**src/code_map_consts.vh**
```
`ifndef CODE_MAP_CONSTS_VH
`define CODE_MAP_CONSTS_VH

// register addresses on the special function register bus
`define ADDR_POWER_WRITE_CTRL  8'h87
`define ADDR_DATA_STRETCH      8'h8e
`define ADDR_CODE_WAIT_STATES  8'h92
`define ADDR_CHIP_CONFIG       8'hff

// reset values
`define RST_POWER_WRITE_CTRL   8'h00
`define RST_DATA_STRETCH       8'h07
`define RST_CODE_WAIT_STATES   8'h07
`define RST_CHIP_CONFIG        8'h00

// power_and_write_control fields
`define PWC_SERIAL_RATE_DOUBLE 7
`define PWC_PROGRAM_WRITE_EN   4
`define PWC_WRITABLE_MASK      8'hf8

// data_stretch_control fields
`define DSC_WRITABLE_MASK      8'hc7
`define DSC_PULSE_MSB          2

// code_wait_states fields
`define CWS_MSB                2

// chip_config fields
`define CFG_ROM_MAP_KEEP       7
`define CFG_ISP_ENABLE         6
`define CFG_FLASH_FULL_ENABLE  2
`define CFG_FLASH_BUSY         1
`define CFG_BOOT_STATE         0

// code memory map
`define BOOT_ROM_LAST          16'h07ff
`define ENTRY_STUB_FIRST       16'hfff7

// minimum field values: code wait states 3, data pulse field 2
`define MIN_CODE_WAIT          3'h3
`define MIN_DATA_PULSE         3'h2

// internal memory layout
`define IRAM_BANK_LAST         8'h1f
`define IRAM_BIT_AREA_FIRST    8'h20
`define IRAM_BIT_AREA_LAST     8'h2f
`define IRAM_UPPER_FIRST       8'h80
`define SFR_BIT_GROUP_MASK     8'hf8

// internal region codes
`define REGION_BANK            2'h0
`define REGION_BIT_AREA        2'h1
`define REGION_SCRATCH         2'h2
`define REGION_UPPER           2'h3

`endif

```
**src/code_memory_map_and_wait_control.v**
```verilog
`timescale 1ns/1ps
`include "code_map_consts.vh"

module code_memory_map_and_wait_control #(
   parameter ADDR_W = 16
) (
   input  wire              clock_i,
   input  wire              reset_i,
   input  wire              boot_select_pin_i,
   input  wire [7:0]        sfr_addr_i,
   input  wire              sfr_wr_i,
   input  wire [7:0]        sfr_wdata_i,
   output reg  [7:0]        sfr_rdata_o,
   output reg               sfr_hit_o,
   input  wire              fetch_req_i,
   input  wire [ADDR_W-1:0] fetch_addr_i,
   input  wire              movx_req_i,
   input  wire              movx_write_i,
   input  wire              movx_indexed_i,
   input  wire [ADDR_W-1:0] active_data_pointer_i,
   input  wire [7:0]        port_two_high_address_i,
   input  wire [7:0]        index_reg_i,
   input  wire [7:0]        acc_i,
   output wire              busy_o,
   output reg               done_o,
   output reg  [ADDR_W-1:0] code_addr_o,
   output reg               code_rd_o,
   output reg               code_rom_sel_o,
   output reg               code_flash_sel_o,
   output reg               code_fault_o,
   output reg               code_wr_o,
   output reg  [7:0]        code_wdata_o,
   output reg  [ADDR_W-1:0] data_addr_o,
   output reg               data_rd_o,
   output reg               data_wr_o,
   output reg  [7:0]        data_wdata_o,
   output wire              flash_in_data_o,
   input  wire [7:0]        iram_addr_i,
   input  wire              iram_indirect_i,
   output wire              iram_sfr_sel_o,
   output wire [1:0]        iram_region_o,
   output wire [2:0]        iram_bank_o,
   input  wire [7:0]        bit_addr_i,
   output wire [7:0]        bit_byte_addr_o,
   output wire [2:0]        bit_index_o
);

   localparam ST_IDLE  = 4'b0001;
   localparam ST_FETCH = 4'b0010;
   localparam ST_CWR   = 4'b0100;
   localparam ST_DATA  = 4'b1000;

   reg [7:0]        pwc_r;
   reg [7:0]        dsc_r;
   reg [7:0]        cws_r;
   reg              boot_map_r;
   reg              rom_map_keep_r;
   reg              isp_flag_r;
   reg              pin_taken_r;
   reg [3:0]        state_r;
   reg [3:0]        state_nxt;
   reg [2:0]        cnt_r;
   reg [2:0]        cnt_nxt;
   reg [ADDR_W-1:0] wr_addr;
   reg              in_rom;
   reg              in_stub;

   wire stub_mapped = boot_map_r | rom_map_keep_r;
   wire program_write_enable         = pwc_r[`PWC_PROGRAM_WRITE_EN];
   wire [2:0] code_len = clamp(cws_r[`CWS_MSB:0], `MIN_CODE_WAIT);
   wire [2:0] data_len = clamp(dsc_r[`DSC_PULSE_MSB:0], `MIN_DATA_PULSE);

   function [2:0] clamp;
      input [2:0] field;
      input [2:0] lowest;
      begin
         clamp = (field < lowest) ? lowest : field;
      end
   endfunction

   function [7:0] bit_byte;
      input [7:0] baddr;
      begin
         if (baddr < `IRAM_UPPER_FIRST) begin
            bit_byte = `IRAM_BIT_AREA_FIRST + {4'h0, baddr[6:3]};
         end else begin
            bit_byte = baddr & `SFR_BIT_GROUP_MASK;
         end
      end
   endfunction

   // code space decode for fetches and movc
   always @* begin
      in_rom  = boot_map_r && (fetch_addr_i <= `BOOT_ROM_LAST);
      in_stub = stub_mapped && (fetch_addr_i >= `ENTRY_STUB_FIRST);
   end

   // movx target address, for reads and writes
   always @* begin
      if (movx_indexed_i) begin
         wr_addr = {port_two_high_address_i, index_reg_i};
      end else begin
         wr_addr = active_data_pointer_i;
      end
   end

   // sequencer
   always @* begin
      state_nxt = state_r;
      cnt_nxt   = cnt_r;
      case (state_r)
         ST_IDLE: begin
            if (fetch_req_i) begin
               state_nxt = ST_FETCH;
               cnt_nxt   = code_len;
            end else if (movx_req_i && movx_write_i && program_write_enable) begin
               state_nxt = ST_CWR;
               cnt_nxt   = data_len;
            end else if (movx_req_i) begin
               state_nxt = ST_DATA;
               cnt_nxt   = data_len;
            end
         end
         ST_FETCH, ST_CWR, ST_DATA: begin
            if (cnt_r == 3'h0) begin
               state_nxt = ST_IDLE;
            end else begin
               cnt_nxt = cnt_r - 3'h1;
            end
         end
         default: begin
            state_nxt = ST_IDLE;
            cnt_nxt   = 3'h0;
         end
      endcase
   end

   assign busy_o = (state_r != ST_IDLE);

   always @(posedge clock_i) begin
      if (reset_i) begin
         state_r          <= ST_IDLE;
         cnt_r            <= 3'h0;
         done_o           <= 1'b0;
         code_addr_o      <= {ADDR_W{1'b0}};
         code_rd_o        <= 1'b0;
         code_rom_sel_o   <= 1'b0;
         code_flash_sel_o <= 1'b0;
         code_fault_o     <= 1'b0;
         code_wr_o        <= 1'b0;
         code_wdata_o     <= 8'h00;
         data_addr_o      <= {ADDR_W{1'b0}};
         data_rd_o        <= 1'b0;
         data_wr_o        <= 1'b0;
         data_wdata_o     <= 8'h00;
      end else begin
         state_r <= state_nxt;
         cnt_r   <= cnt_nxt;
         done_o  <= busy_o && (state_nxt == ST_IDLE);
         if (state_r == ST_IDLE) begin
            if (fetch_req_i) begin
               code_addr_o      <= fetch_addr_i;
               code_rd_o        <= 1'b1;
               code_rom_sel_o   <= in_rom | in_stub;
               code_flash_sel_o <= !boot_map_r && !in_stub;
               code_fault_o     <= boot_map_r && !in_rom && !in_stub;
            end else if (movx_req_i && movx_write_i && program_write_enable) begin
               code_addr_o      <= wr_addr;
               code_wr_o        <= 1'b1;
               code_wdata_o     <= acc_i;
               code_rom_sel_o   <= 1'b0;
               code_flash_sel_o <= 1'b1;
               code_fault_o     <= 1'b0;
            end else if (movx_req_i) begin
               data_addr_o  <= wr_addr;
               data_rd_o    <= !movx_write_i;
               data_wr_o    <= movx_write_i;
               data_wdata_o <= acc_i;
            end
         end else if (state_nxt == ST_IDLE) begin
            code_rd_o <= 1'b0;
            code_wr_o <= 1'b0;
            data_rd_o <= 1'b0;
            data_wr_o <= 1'b0;
         end
      end
   end

   assign flash_in_data_o = boot_map_r;

   // register file
   always @(posedge clock_i) begin
      if (reset_i) begin
         pwc_r          <= `RST_POWER_WRITE_CTRL;
         dsc_r          <= `RST_DATA_STRETCH;
         cws_r          <= `RST_CODE_WAIT_STATES;
         boot_map_r     <= 1'b1;
         rom_map_keep_r <= 1'b0;
         isp_flag_r     <= 1'b0;
         pin_taken_r    <= 1'b0;
      end else begin
         if (!pin_taken_r) begin
            isp_flag_r  <= boot_select_pin_i;
            pin_taken_r <= 1'b1;
         end
         if (sfr_wr_i) begin
            case (sfr_addr_i)
               `ADDR_POWER_WRITE_CTRL: begin
                  pwc_r <= sfr_wdata_i & `PWC_WRITABLE_MASK;
               end
               `ADDR_DATA_STRETCH: begin
                  dsc_r <= sfr_wdata_i & `DSC_WRITABLE_MASK;
               end
               `ADDR_CODE_WAIT_STATES: begin
                  cws_r <= {5'h00, sfr_wdata_i[`CWS_MSB:0]};
               end
               `ADDR_CHIP_CONFIG: begin
                  if (boot_map_r && !sfr_wdata_i[`CFG_BOOT_STATE]) begin
                     boot_map_r     <= 1'b0;
                     rom_map_keep_r <= 1'b1;
                  end else if (!boot_map_r) begin
                     rom_map_keep_r <= sfr_wdata_i[`CFG_ROM_MAP_KEEP];
                  end
               end
               default: begin
                  pwc_r <= pwc_r;
               end
            endcase
         end
      end
   end

   always @* begin
      sfr_hit_o   = 1'b1;
      sfr_rdata_o = 8'h00;
      case (sfr_addr_i)
         `ADDR_POWER_WRITE_CTRL: begin
            sfr_rdata_o = pwc_r;
         end
         `ADDR_DATA_STRETCH: begin
            sfr_rdata_o = dsc_r;
         end
         `ADDR_CODE_WAIT_STATES: begin
            sfr_rdata_o = cws_r;
         end
         `ADDR_CHIP_CONFIG: begin
            sfr_rdata_o[`CFG_ROM_MAP_KEEP]      = rom_map_keep_r;
            sfr_rdata_o[`CFG_ISP_ENABLE]        = isp_flag_r;
            sfr_rdata_o[`CFG_FLASH_FULL_ENABLE] = !stub_mapped;
            sfr_rdata_o[`CFG_FLASH_BUSY]        = code_wr_o;
            sfr_rdata_o[`CFG_BOOT_STATE]        = boot_map_r;
         end
         default: begin
            sfr_hit_o = 1'b0;
         end
      endcase
   end

   // internal memory decode
   assign iram_sfr_sel_o = (iram_addr_i >= `IRAM_UPPER_FIRST) && !iram_indirect_i;
   assign iram_region_o  = (iram_addr_i >= `IRAM_UPPER_FIRST)   ? `REGION_UPPER :
                           (iram_addr_i <= `IRAM_BANK_LAST)     ? `REGION_BANK :
                           (iram_addr_i <= `IRAM_BIT_AREA_LAST) ? `REGION_BIT_AREA :
                           `REGION_SCRATCH;
   assign iram_bank_o     = iram_addr_i[2:0];
   assign bit_byte_addr_o = bit_byte(bit_addr_i);
   assign bit_index_o     = bit_addr_i[2:0];

endmodule

```
**config.mk**
```make
export PLATFORM = sky130hd
export DESIGN_NAME = code_memory_map_and_wait_control
export DESIGN_NICKNAME = d
export VERILOG_FILES = /design/src/code_memory_map_and_wait_control.v
export VERILOG_INCLUDE_DIRS = /design/src
export SDC_FILE = /design/constraint.sdc
export NUM_CORES = 1
export LEC_CHECK = 0
export ABC_AREA = 0
export BUFFER_PORTS_ARGS = -buffer_cell sky130_fd_sc_hd__buf_2
export CORE_ASPECT_RATIO = 0.5
export CORE_UTILIZATION = 40
export CTS_CLUSTER_DIAMETER = 200
export DETAILED_ROUTE_END_ITERATION = 8
export GPL_TIMING_DRIVEN = 0
export PLACE_DENSITY_LB_ADDON = 0.12
export REMOVE_ABC_BUFFERS = 1
export SETUP_SLACK_MARGIN = 0.1
export SKIP_CTS_REPAIR_TIMING = 1
export SLEW_MARGIN = 20
export SYNTH_ARGS = -nofsm -noshare
export SYNTH_HDL_FRONTEND = slang
export SYNTH_SLANG_ARGS = --single-unit
export TNS_END_PERCENT = 20
```
**constraint.sdc**
```tcl
create_clock -name clock_i -period 3.8 [get_ports clock_i]
set_input_delay 0 -clock clock_i [delete_from_list [all_inputs] [get_ports clock_i]]
set_output_delay 0 -clock clock_i [all_outputs]
set_load 0.02 [all_outputs]
```
# Yosys cells after proc, flatten, opt, wreduce, memory -nomap -nowiden

Index checks and enable logic that the tools add are counted.

Output and inout port bits: 84
Input bits: 97
Register bits: 80

Muxes and demuxes: 44
Add/sub/neg operators: 2
Equal/unequal tests: 18
Magnitude comparators: 8
Bitwise operators: 4
Reductions and logical operators: 34

Operator list:

| cell                                                                               | count |
|---|---|
| 16-bit two-way mux                                                                 | 3 |
| 8-bit == test, second input constant                                               | 4 |
| 1-bit two-way mux                                                                  | 22 |
| 3-bit two-way mux                                                                  | 7 |
| 16-bit greater-or-equal comparator, second input constant                          | 1 |
| 16-bit by 11-bit less-or-equal comparator with 1-bit output, second input constant | 1 |
| 4-bit two-way mux                                                                  | 4 |
| 2-bit != test, second input constant                                               | 6 |
| 2-bit AND reduction                                                                | 6 |
| 3-bit AND reduction                                                                | 4 |
| 1-bit logical AND                                                                  | 10 |
| 3-bit one-hot mux with 3 select lines                                              | 1 |
| 4-bit by 1-bit == test with 1-bit output, second input constant                    | 2 |
| 8-bit greater-or-equal comparator, second input constant                           | 1 |
| 8-bit by 5-bit less-or-equal comparator with 1-bit output, second input constant   | 1 |
| 8-bit by 6-bit less-or-equal comparator with 1-bit output, second input constant   | 1 |
| 8-bit less-than comparator, second input constant                                  | 1 |
| 8-bit two-way mux                                                                  | 1 |
| 4-bit one-hot mux with 2 select lines                                              | 1 |
| 4-bit AND reduction                                                                | 2 |
| 6-bit by 4-bit adder with 7-bit output, first input constant                       | 1 |
| 1-bit zero test                                                                    | 7 |
| 3-bit by 2-bit less-than comparator with 1-bit output, second input constant       | 2 |
| 2-bit two-way mux                                                                  | 3 |
| 15 further kinds                                                                   | 18 |

# Depth between registers and ports, before layout

Gate-level depths: netlist of run 1.

Depth after elaboration: 8
Mapped depth: 8
Gate-level depth less buffers: 6

# Least setup slack after synthesis of run 1

Ideal clock, no wire load.

Path type: register to register
Start point: reg state_r[3]
End point: reg cnt_r[1]
Data required time: 3.712 ns
Path slack: 2.126 ns
Data arrival time: 1.585 ns
Clock period less this slack: 1.674 ns
Buffers on the path: 2
Cell stages (with the launch flop): 8
Path through: dfxtp_1 > buf_6 > nor4b_4 > inv_2 > or3_1 > buf_2 > and2_4 > a311oi_2

Cells in the longest elaborated chain, start to end: 4
Elaborated cells between the ends (all ways): 9
Classes of those cells: 6 x eq/ne; 1 x mux; 2 x reduce/logical

Ends and longest elaborated chain:

| element                                                                | line                                   | text |
|---|---|---|
| start: declaration                                                     | code_memory_map_and_wait_control.v:60  | `reg [3:0] state_r;` |
| start signal: assignment                                               | code_memory_map_and_wait_control.v:157 | `state_r <= state_nxt;` |
| 4-bit by 2-bit == test with 1-bit output, or another cell as far along | code_memory_map_and_wait_control.v:111 | `case (state_r)` |
| 3-bit OR reduction                                                     | code_memory_map_and_wait_control.v:111 |  |
| 2-bit != test (no source line)                                         | n/a                                    |  |
| 2-bit AND reduction (no source line)                                   | n/a                                    |  |
| end signal: assignment                                                 | code_memory_map_and_wait_control.v:158 | `cnt_r <= cnt_nxt;` |
| end: declaration                                                       | code_memory_map_and_wait_control.v:62  | `reg [2:0] cnt_r;` |

Several ways; a longest one is shown, not always the timed one.
A chain may end at the register's enable or synchronous reset.

# Worst setup path in the final report of run 1

Start point: reg state_r[0]
End point: reg data_addr_o[10]

Cells in the longest elaborated chain, start to end: 2

Ends and longest elaborated chain:

| element                                  | line                                   | text |
|---|---|---|
| 4-bit by 1-bit == test with 1-bit output | code_memory_map_and_wait_control.v:160 | `if (state_r == ST_IDLE) begin` |
| 4-bit AND reduction (no source line)     | n/a                                    |  |
| end signal: assignment                   | code_memory_map_and_wait_control.v:152 | `data_addr_o <= {ADDR_W{1'b0}};` |
| end signal: assignment                   | code_memory_map_and_wait_control.v:175 | `data_addr_o <= wr_addr;` |
| end: declaration                         | code_memory_map_and_wait_control.v:33  | `output reg [ADDR_W-1:0] data_addr_o,` |

No other way between the ends.

==> results of run 1 <==
-- stage by stage --
stage                     utilization (%)  hold slack, ps  worst slack (ps)  instances  area (um2)
after floorplan                         -               0              1350        413        3670
after global placement               49.5           0.161               520        715        4670
after detailed placement             50.3           0.161              1330        718        4750
after CTS                            53.4            -101              1290        734        5040
after global routing                 55.3           0.120              1150        752        5220
final                                55.3           0.185              1300        752        5220
-- worst max-delay path, cell delays in order, from the launching register on --
cell,delay (ps)
sky130_fd_sc_hd__dfxtp_1,520
sky130_fd_sc_hd__nor4b_4,670
sky130_fd_sc_hd__and4b_2,720
sky130_fd_sc_hd__buf_16,230
sky130_fd_sc_hd__nor2_1,80
sky130_fd_sc_hd__a211oi_2,190
-- final cells by class --
type	instances	share of cell area [%]
clock buffers	9	4.31
clock inverters	7	1.37
inverters	11	0.790
multi-input cells	322	38.9
flip-flops and latches	80	30.7
well taps	135	3.23
repair buffers	188	20.7
-- flip-flops by register name, summed over array words and instances, names as in the netlist, 3 cells and up --
register	count
code_addr_o	16
data_addr_o	16
code_wdata_o	8
data_wdata_o	8
dsc_r	5
pwc_r	5
state_r	4
cnt_r	3
cws_r	3
-- cell usage in the layout, fill, tap and decap left out, drive strengths merged, types with 3 or more instances in the layout --
| cell | instances |
|---|---|
| or3 | 4 |
| buf | 170 |
| and3 | 4 |
| o21ai | 23 |
| nand2 | 80 |
| clkinvlp | 3 |
| clkbuf | 9 |
| a211oi | 17 |
| nor3 | 5 |
| dlygate4sd3 | 18 |
| a211o | 5 |
| inv | 12 |
| mux2i | 30 |
| nor2b | 5 |
| nand3b | 3 |
| nand3 | 9 |
| nand4 | 6 |
| a21oi | 35 |
| nor2 | 39 |
| a31oi | 3 |
| nor4 | 4 |
| dfxtp | 80 |
| and2 | 6 |
| or4 | 4 |
| a222oi | 5 |
-- routing by layer --
layer	vias up	share of wire, %
li1	1923	-
met1	1687	49
met2	125	44
met3	9	6.8
met4	0	0.71
met5	-	0
-- how the worst max path moves through the flow --
stage               depth (start not counted)  startpoint               to  slack (ps)
global route                                5  state_r[0]  data_addr_o[10]        1150
global placement                            5  state_r[0]  code_wdata_o[0]         520
floorplan                                   5  state_r[0]  code_wdata_o[0]        1350
finish                                      5  state_r[0]  data_addr_o[10]        1300
detailed placement                          5  state_r[0]   data_addr_o[9]        1330
CTS                                         5  state_r[0]  data_addr_o[10]        1290
-- logic make-up (layout without fill, tap and decap cells) --
logic type	Yosys count	count (layout)	share of synthesized area (%)
AOI/OAI and AO/OA	109	109	20.5
xor gates and xnor gates	2	2	0.450
adders and majority gates	2	2	0.643
buffers and inverters	51	215	6.88
DFF	80	80	41.1
muxes	31	31	8.00
and+or+nand+nor	178	178	22.4
-- power by group --
| group | leakage (nW) | switching [mW] | internal (mW) |
|---|---|---|---|
| clock network | 0.138 | 0.348 | 0.508 |
| logic | 1.55 | 0.265 | 0.173 |
| registers | 0.652 | 0.0306 | 0.890 |
| total | 2.34 | 0.643 | 1.57 |
==> summary.md, run 1 <==
- met2 global-route usage: 31.6%
- most used routing layer in global routing: met2
- fraction of the yosys area taken by sequential cells: 41.1%
- CTS tree: done
- DIE HEIGHT: 71.8 um
- Yosys cell types: 60
- endpoint class of the critical path: flop
- count of max-cap constraint violations: 0
- routed len/inst: 13.9 um
- Iteration-0 DRC Markers: 173
- number of iterations in the first detailed-routing pass: 7
- clock-pin slew of the registers on the worst-case setup and hold paths: 60 ps
- worst reg2reg setup slack: 1300 ps
- arrival time worst endpoint: 2750 ps
- number of levels the H-tree was split into: 3
- global placer's final weighted congestion: 0.737
- worst-case reg-to-reg path depth: 5
- list of most frequent post-synthesis cells: sky130_fd_sc_hd__dfxtp_1 (80), sky130_fd_sc_hd__nand2_1 (80), sky130_fd_sc_hd__nor2_1 (39)
- kind of start point of the critical path: flop
- post-layout net count: 711
- aggregate global-route resource usage: 19.9%
- share of final-layout standard cells stronger than drive strength 1: 35.3%
- core outline area: 9450 um2
- sum of negative setup slack: 0 ps
- total grt overflow: 0
- Hold Fails Final Rpt: 0
- wire length of the first global-routing pass: 15.8 mm
- async set-reset flop share out of synthesis: 0%
- post-detailed-route count of antenna-violating nets: 0
- terminating pin of the worst hold path: bit_index_o[0]
- initial core utilization: 41.2%
- critical register-to-register path startpoint: state_r[0]
- antenna violations before repair: 0
- number of fill cells in the layout: 923
- maximum clock skew at final layout: 6.41 ps
- total clock buffers created by CTS: 9
- main area contributors after synthesis: sky130_fd_sc_hd__dfxtp_1 (41%), sky130_fd_sc_hd__mux2i_1 (7.7%), sky130_fd_sc_hd__nand2_1 (7.7%), sky130_fd_sc_hd__a211oi_2 (5.1%), sky130_fd_sc_hd__a21oi_1 (4.5%)
- area grow syn2layout: 34.2%
- number of flops mapped to enable cells by yosys: 0
- worst hold path cell count: 0
- number of vias after detailed routing: 3744
- syn_area_per_cell: 8.60 um2
- Clock Latency Late Sink: 330 ps
- setup repair after global routing missed its margin: no
- warnings from Yosys: 0
- power density over cell area: 424 nW/um2
- most common flop cell mapped by yosys: sky130_fd_sc_hd__dfxtp_1
- total power consumption of the routed design: 2.21 mW
- number of instances in the synthesized netlist: 453
- worst min-delay path category: input port to output pin
- Total Routed Length: 10.5 mm
- clk sink count: 80
- required time of the worst setup path: 4050 ps
- met1 usage: 26.7%
- highest clock rate: 0.400 GHz
- width of the die: 142 um
- number of placed I/O pins: 181
- relative slew slack: 45.7%
- area used by sequential logic in the layout: 1600 um2
- number of input and output port buffers inserted: 167
- largest fanout of any net on the critical path: 24
- total of endpoints with negative setup slack in the final report: 0
- largest net degree at the start of global routing: 55
- number of global-route vias before repair: 3138
- final critical-path required period: 2500 ps
- share of the synthesized area in the top cell type: 41.1%
- run status: completed
- Peak VDD IR: 0.000238 V
- post-detail-place hpwl: 7.33 mm
- clock root buffer: sky130_fd_sc_hd__clkbuf_16
- actual transition at the worst max-transition pin: 814 ps
- ANT cells: 0
- area used by multi-input combinational logic: 2030 um2
- classification of the worst setup path: flop to flop
- # DRC: 0
- worst-case clock buffer depth: 2
- cell accounting for the most synthesized area: sky130_fd_sc_hd__dfxtp_1
- static leakage: 2.34 nW
- placement row count: 25
- number of storage elements in the synthesis netlist: 80
- DR vias/cell: 4.98
- Pins Over Slew Limit: 0
- Die Outline Area: 10200 um2
- GR Layer Usage met3: 5.61%
- hold_sp: bit_addr_i[0]
- post-route clock period utilization: 65.8%
- mapped cell area: 3890 um2
- R2R Path End: data_addr_o[10]
Note: power is estimated with default switching activity, not from simulation.
==> inputs of run 2 (changes only) <==
clock period = 2.6 ns   (was 3.8 ns; I/O delays follow)
==> run 2 against run 1 <==
Against the previous run: combinational power increased by 51%; hold slack unchanged; core utilization increased by 0.32 points; global-route usage unchanged.
==> summary.md, run 2 (synthesis results as in run 1) <==
- run status: completed
- core outline area: 9450 um2, unchanged
- Iteration-0 DRC Markers: 177, +2.3%
- total clock buffers created by CTS: 9, unchanged
- Pins Over Slew Limit: 0, unchanged
- sum of negative setup slack: 0 ps, unchanged
- arrival time worst endpoint: 2430 ps, -320 ps
- worst hold path cell count: 0, unchanged
- maximum clock skew at final layout: 7.22 ps, +0.809 ps
- classification of the worst setup path: flop to flop
- Die Outline Area: 10200 um2, unchanged
- placement row count: 25, unchanged
- Clock Latency Late Sink: 330 ps, about the same
- worst min-delay path category: input port to output pin
- relative slew slack: 44.6%, -1.2 points
- total of endpoints with negative setup slack in the final report: 0, unchanged
- aggregate global-route resource usage: 19.9%, unchanged
- number of placed I/O pins: 181, unchanged
- share of final-layout standard cells stronger than drive strength 1: 35.7%, +0.42 points
- clk sink count: 80, unchanged
- Total Routed Length: 10.5 mm, +0.54%
- number of fill cells in the layout: 918, -0.54%
- # DRC: 0, unchanged
- total grt overflow: 0, unchanged
- largest fanout of any net on the critical path: 24, unchanged
- post-route clock period utilization: 83.7%, +18 points
- wire length of the first global-routing pass: 15.8 mm, unchanged
- initial core utilization: 41.2%, unchanged
- kind of start point of the critical path: flop
- number of levels the H-tree was split into: 3, unchanged
- Hold Fails Final Rpt: 0, unchanged
- number of vias after detailed routing: 3758, +0.37%
- most frequent cells in the layout: sky130_fd_sc_hd__buf_2 (166), sky130_fd_sc_hd__nand2_1 (80), sky130_fd_sc_hd__dfxtp_1 (80)
- total power consumption of the routed design: 3.26 mW, +47%
- final critical-path required period: 2180 ps, -324 ps
- number of input and output port buffers inserted: 167, unchanged
- ANT cells: 0, unchanged
- endpoint class of the critical path: flop
- Peak VDD IR: 0.000351 V, +48%
- post-detailed-route count of antenna-violating nets: 0, unchanged
- routed len/inst: 13.9 um, about the same
- post-layout net count: 715, +0.56%
- power density over cell area: 620 nW/um2, +46%
- static leakage: 2.35 nW, +0.80%
- post-detail-place hpwl: 7.33 mm, unchanged
- setup repair after global routing missed its margin: no
- highest clock rate: 0.459 GHz, +15%
- antenna violations before repair: 0, unchanged
- worst-case clock buffer depth: 2, unchanged
- number of iterations in the first detailed-routing pass: 4, -3
- global placer's final weighted congestion: 0.737, unchanged
- worst-case reg-to-reg path depth: 6, +1
- actual transition at the worst max-transition pin: 832 ps, +17.7 ps
- number of global-route vias before repair: 3138, unchanged
- biggest registers after layout: code_addr_o (16), data_addr_o (16)
- CTS tree: done
- clock root buffer: sky130_fd_sc_hd__clkbuf_16
- area grow syn2layout: 34.9%
- most common cell after layout, fill and taps aside: sky130_fd_sc_hd__buf_2
- worst reg2reg setup slack: 420 ps, -880 ps
- clock-pin slew of the registers on the worst-case setup and hold paths: 60 ps, about the same
- required time of the worst setup path: 2850 ps, -1200 ps
- width of the die: 142 um, unchanged
- DIE HEIGHT: 71.8 um, unchanged
- largest net degree at the start of global routing: 55, unchanged
- DR vias/cell: 4.97, -0.16%
- count of max-cap constraint violations: 0, unchanged
## run 2: cell types whose count changed in the layout (fill, tap and decap cells not counted), sizes merged
cell,delta
buf,+4
## run 2: power by group
part / switching, mW / total (mW) / leakage [nW] / internal [mW]
Sequential: 0.0446 / 1.34 / 0.652 / 1.30
Clock: 0.508 / 1.25 / 0.138 / 0.743
Combinational: 0.392 / 0.662 / 1.56 / 0.269
## run 2: routing by layer
layer | track usage, % | share of wire [%] | up-vias | routed length, um
li1 | - | - | 1931 | -
met1 | 26.7 | 49 | 1702 | 5180
met2 | 31.6 | 44 | 116 | 4640
met3 | 5.61 | 6.1 | 9 | 644
met4 | 5.02 | 0.70 | 0 | 74
met5 | 0 | 0 | - | 0
## run 2: area by class of cell
type	instances	area [um2]	area share, %
multi-input combinational	322	2030	38.7
sequential	80	1600	30.5
timing repair buffer	192	1110	21.1
clock buffer	9	225	4.29
tap	135	169	3.22
clock inverter	7	71.3	1.36
inverter	11	41.3	0.786
## run 2: worst paths after layout
| path | start | endpoint |
|---|---|---|
| max | state_r[0] | data_addr_o[10] |
| min reg2reg | code_addr_o[13] | code_addr_o[13] |
| min | bit_addr_i[0] | bit_index_o[0] |
| max reg2reg | state_r[0] | data_addr_o[10] |
## run 2: metrics by stage
step	cells	hold slack (ps)	util (%)	worst slack (ps)	cell area (um2)
CTS	734	-101	53.4	85.5	5040
global placement	715	0.161	49.5	-680	4670
detailed placement	718	0.161	50.3	130	4750
finish	756	0.185	55.6	423	5250
global route	756	0.120	55.6	284	5250
floorplan	413	0	-	147	3670
## run 2: critical path, stage by stage, from the launching register on
cell,delay (ps)
sky130_fd_sc_hd__dfxtp_1,520
sky130_fd_sc_hd__nor4b_4,290
sky130_fd_sc_hd__buf_4,200
sky130_fd_sc_hd__and4b_2,570
sky130_fd_sc_hd__buf_16,230
sky130_fd_sc_hd__nor2_1,80
sky130_fd_sc_hd__a211oi_2,190
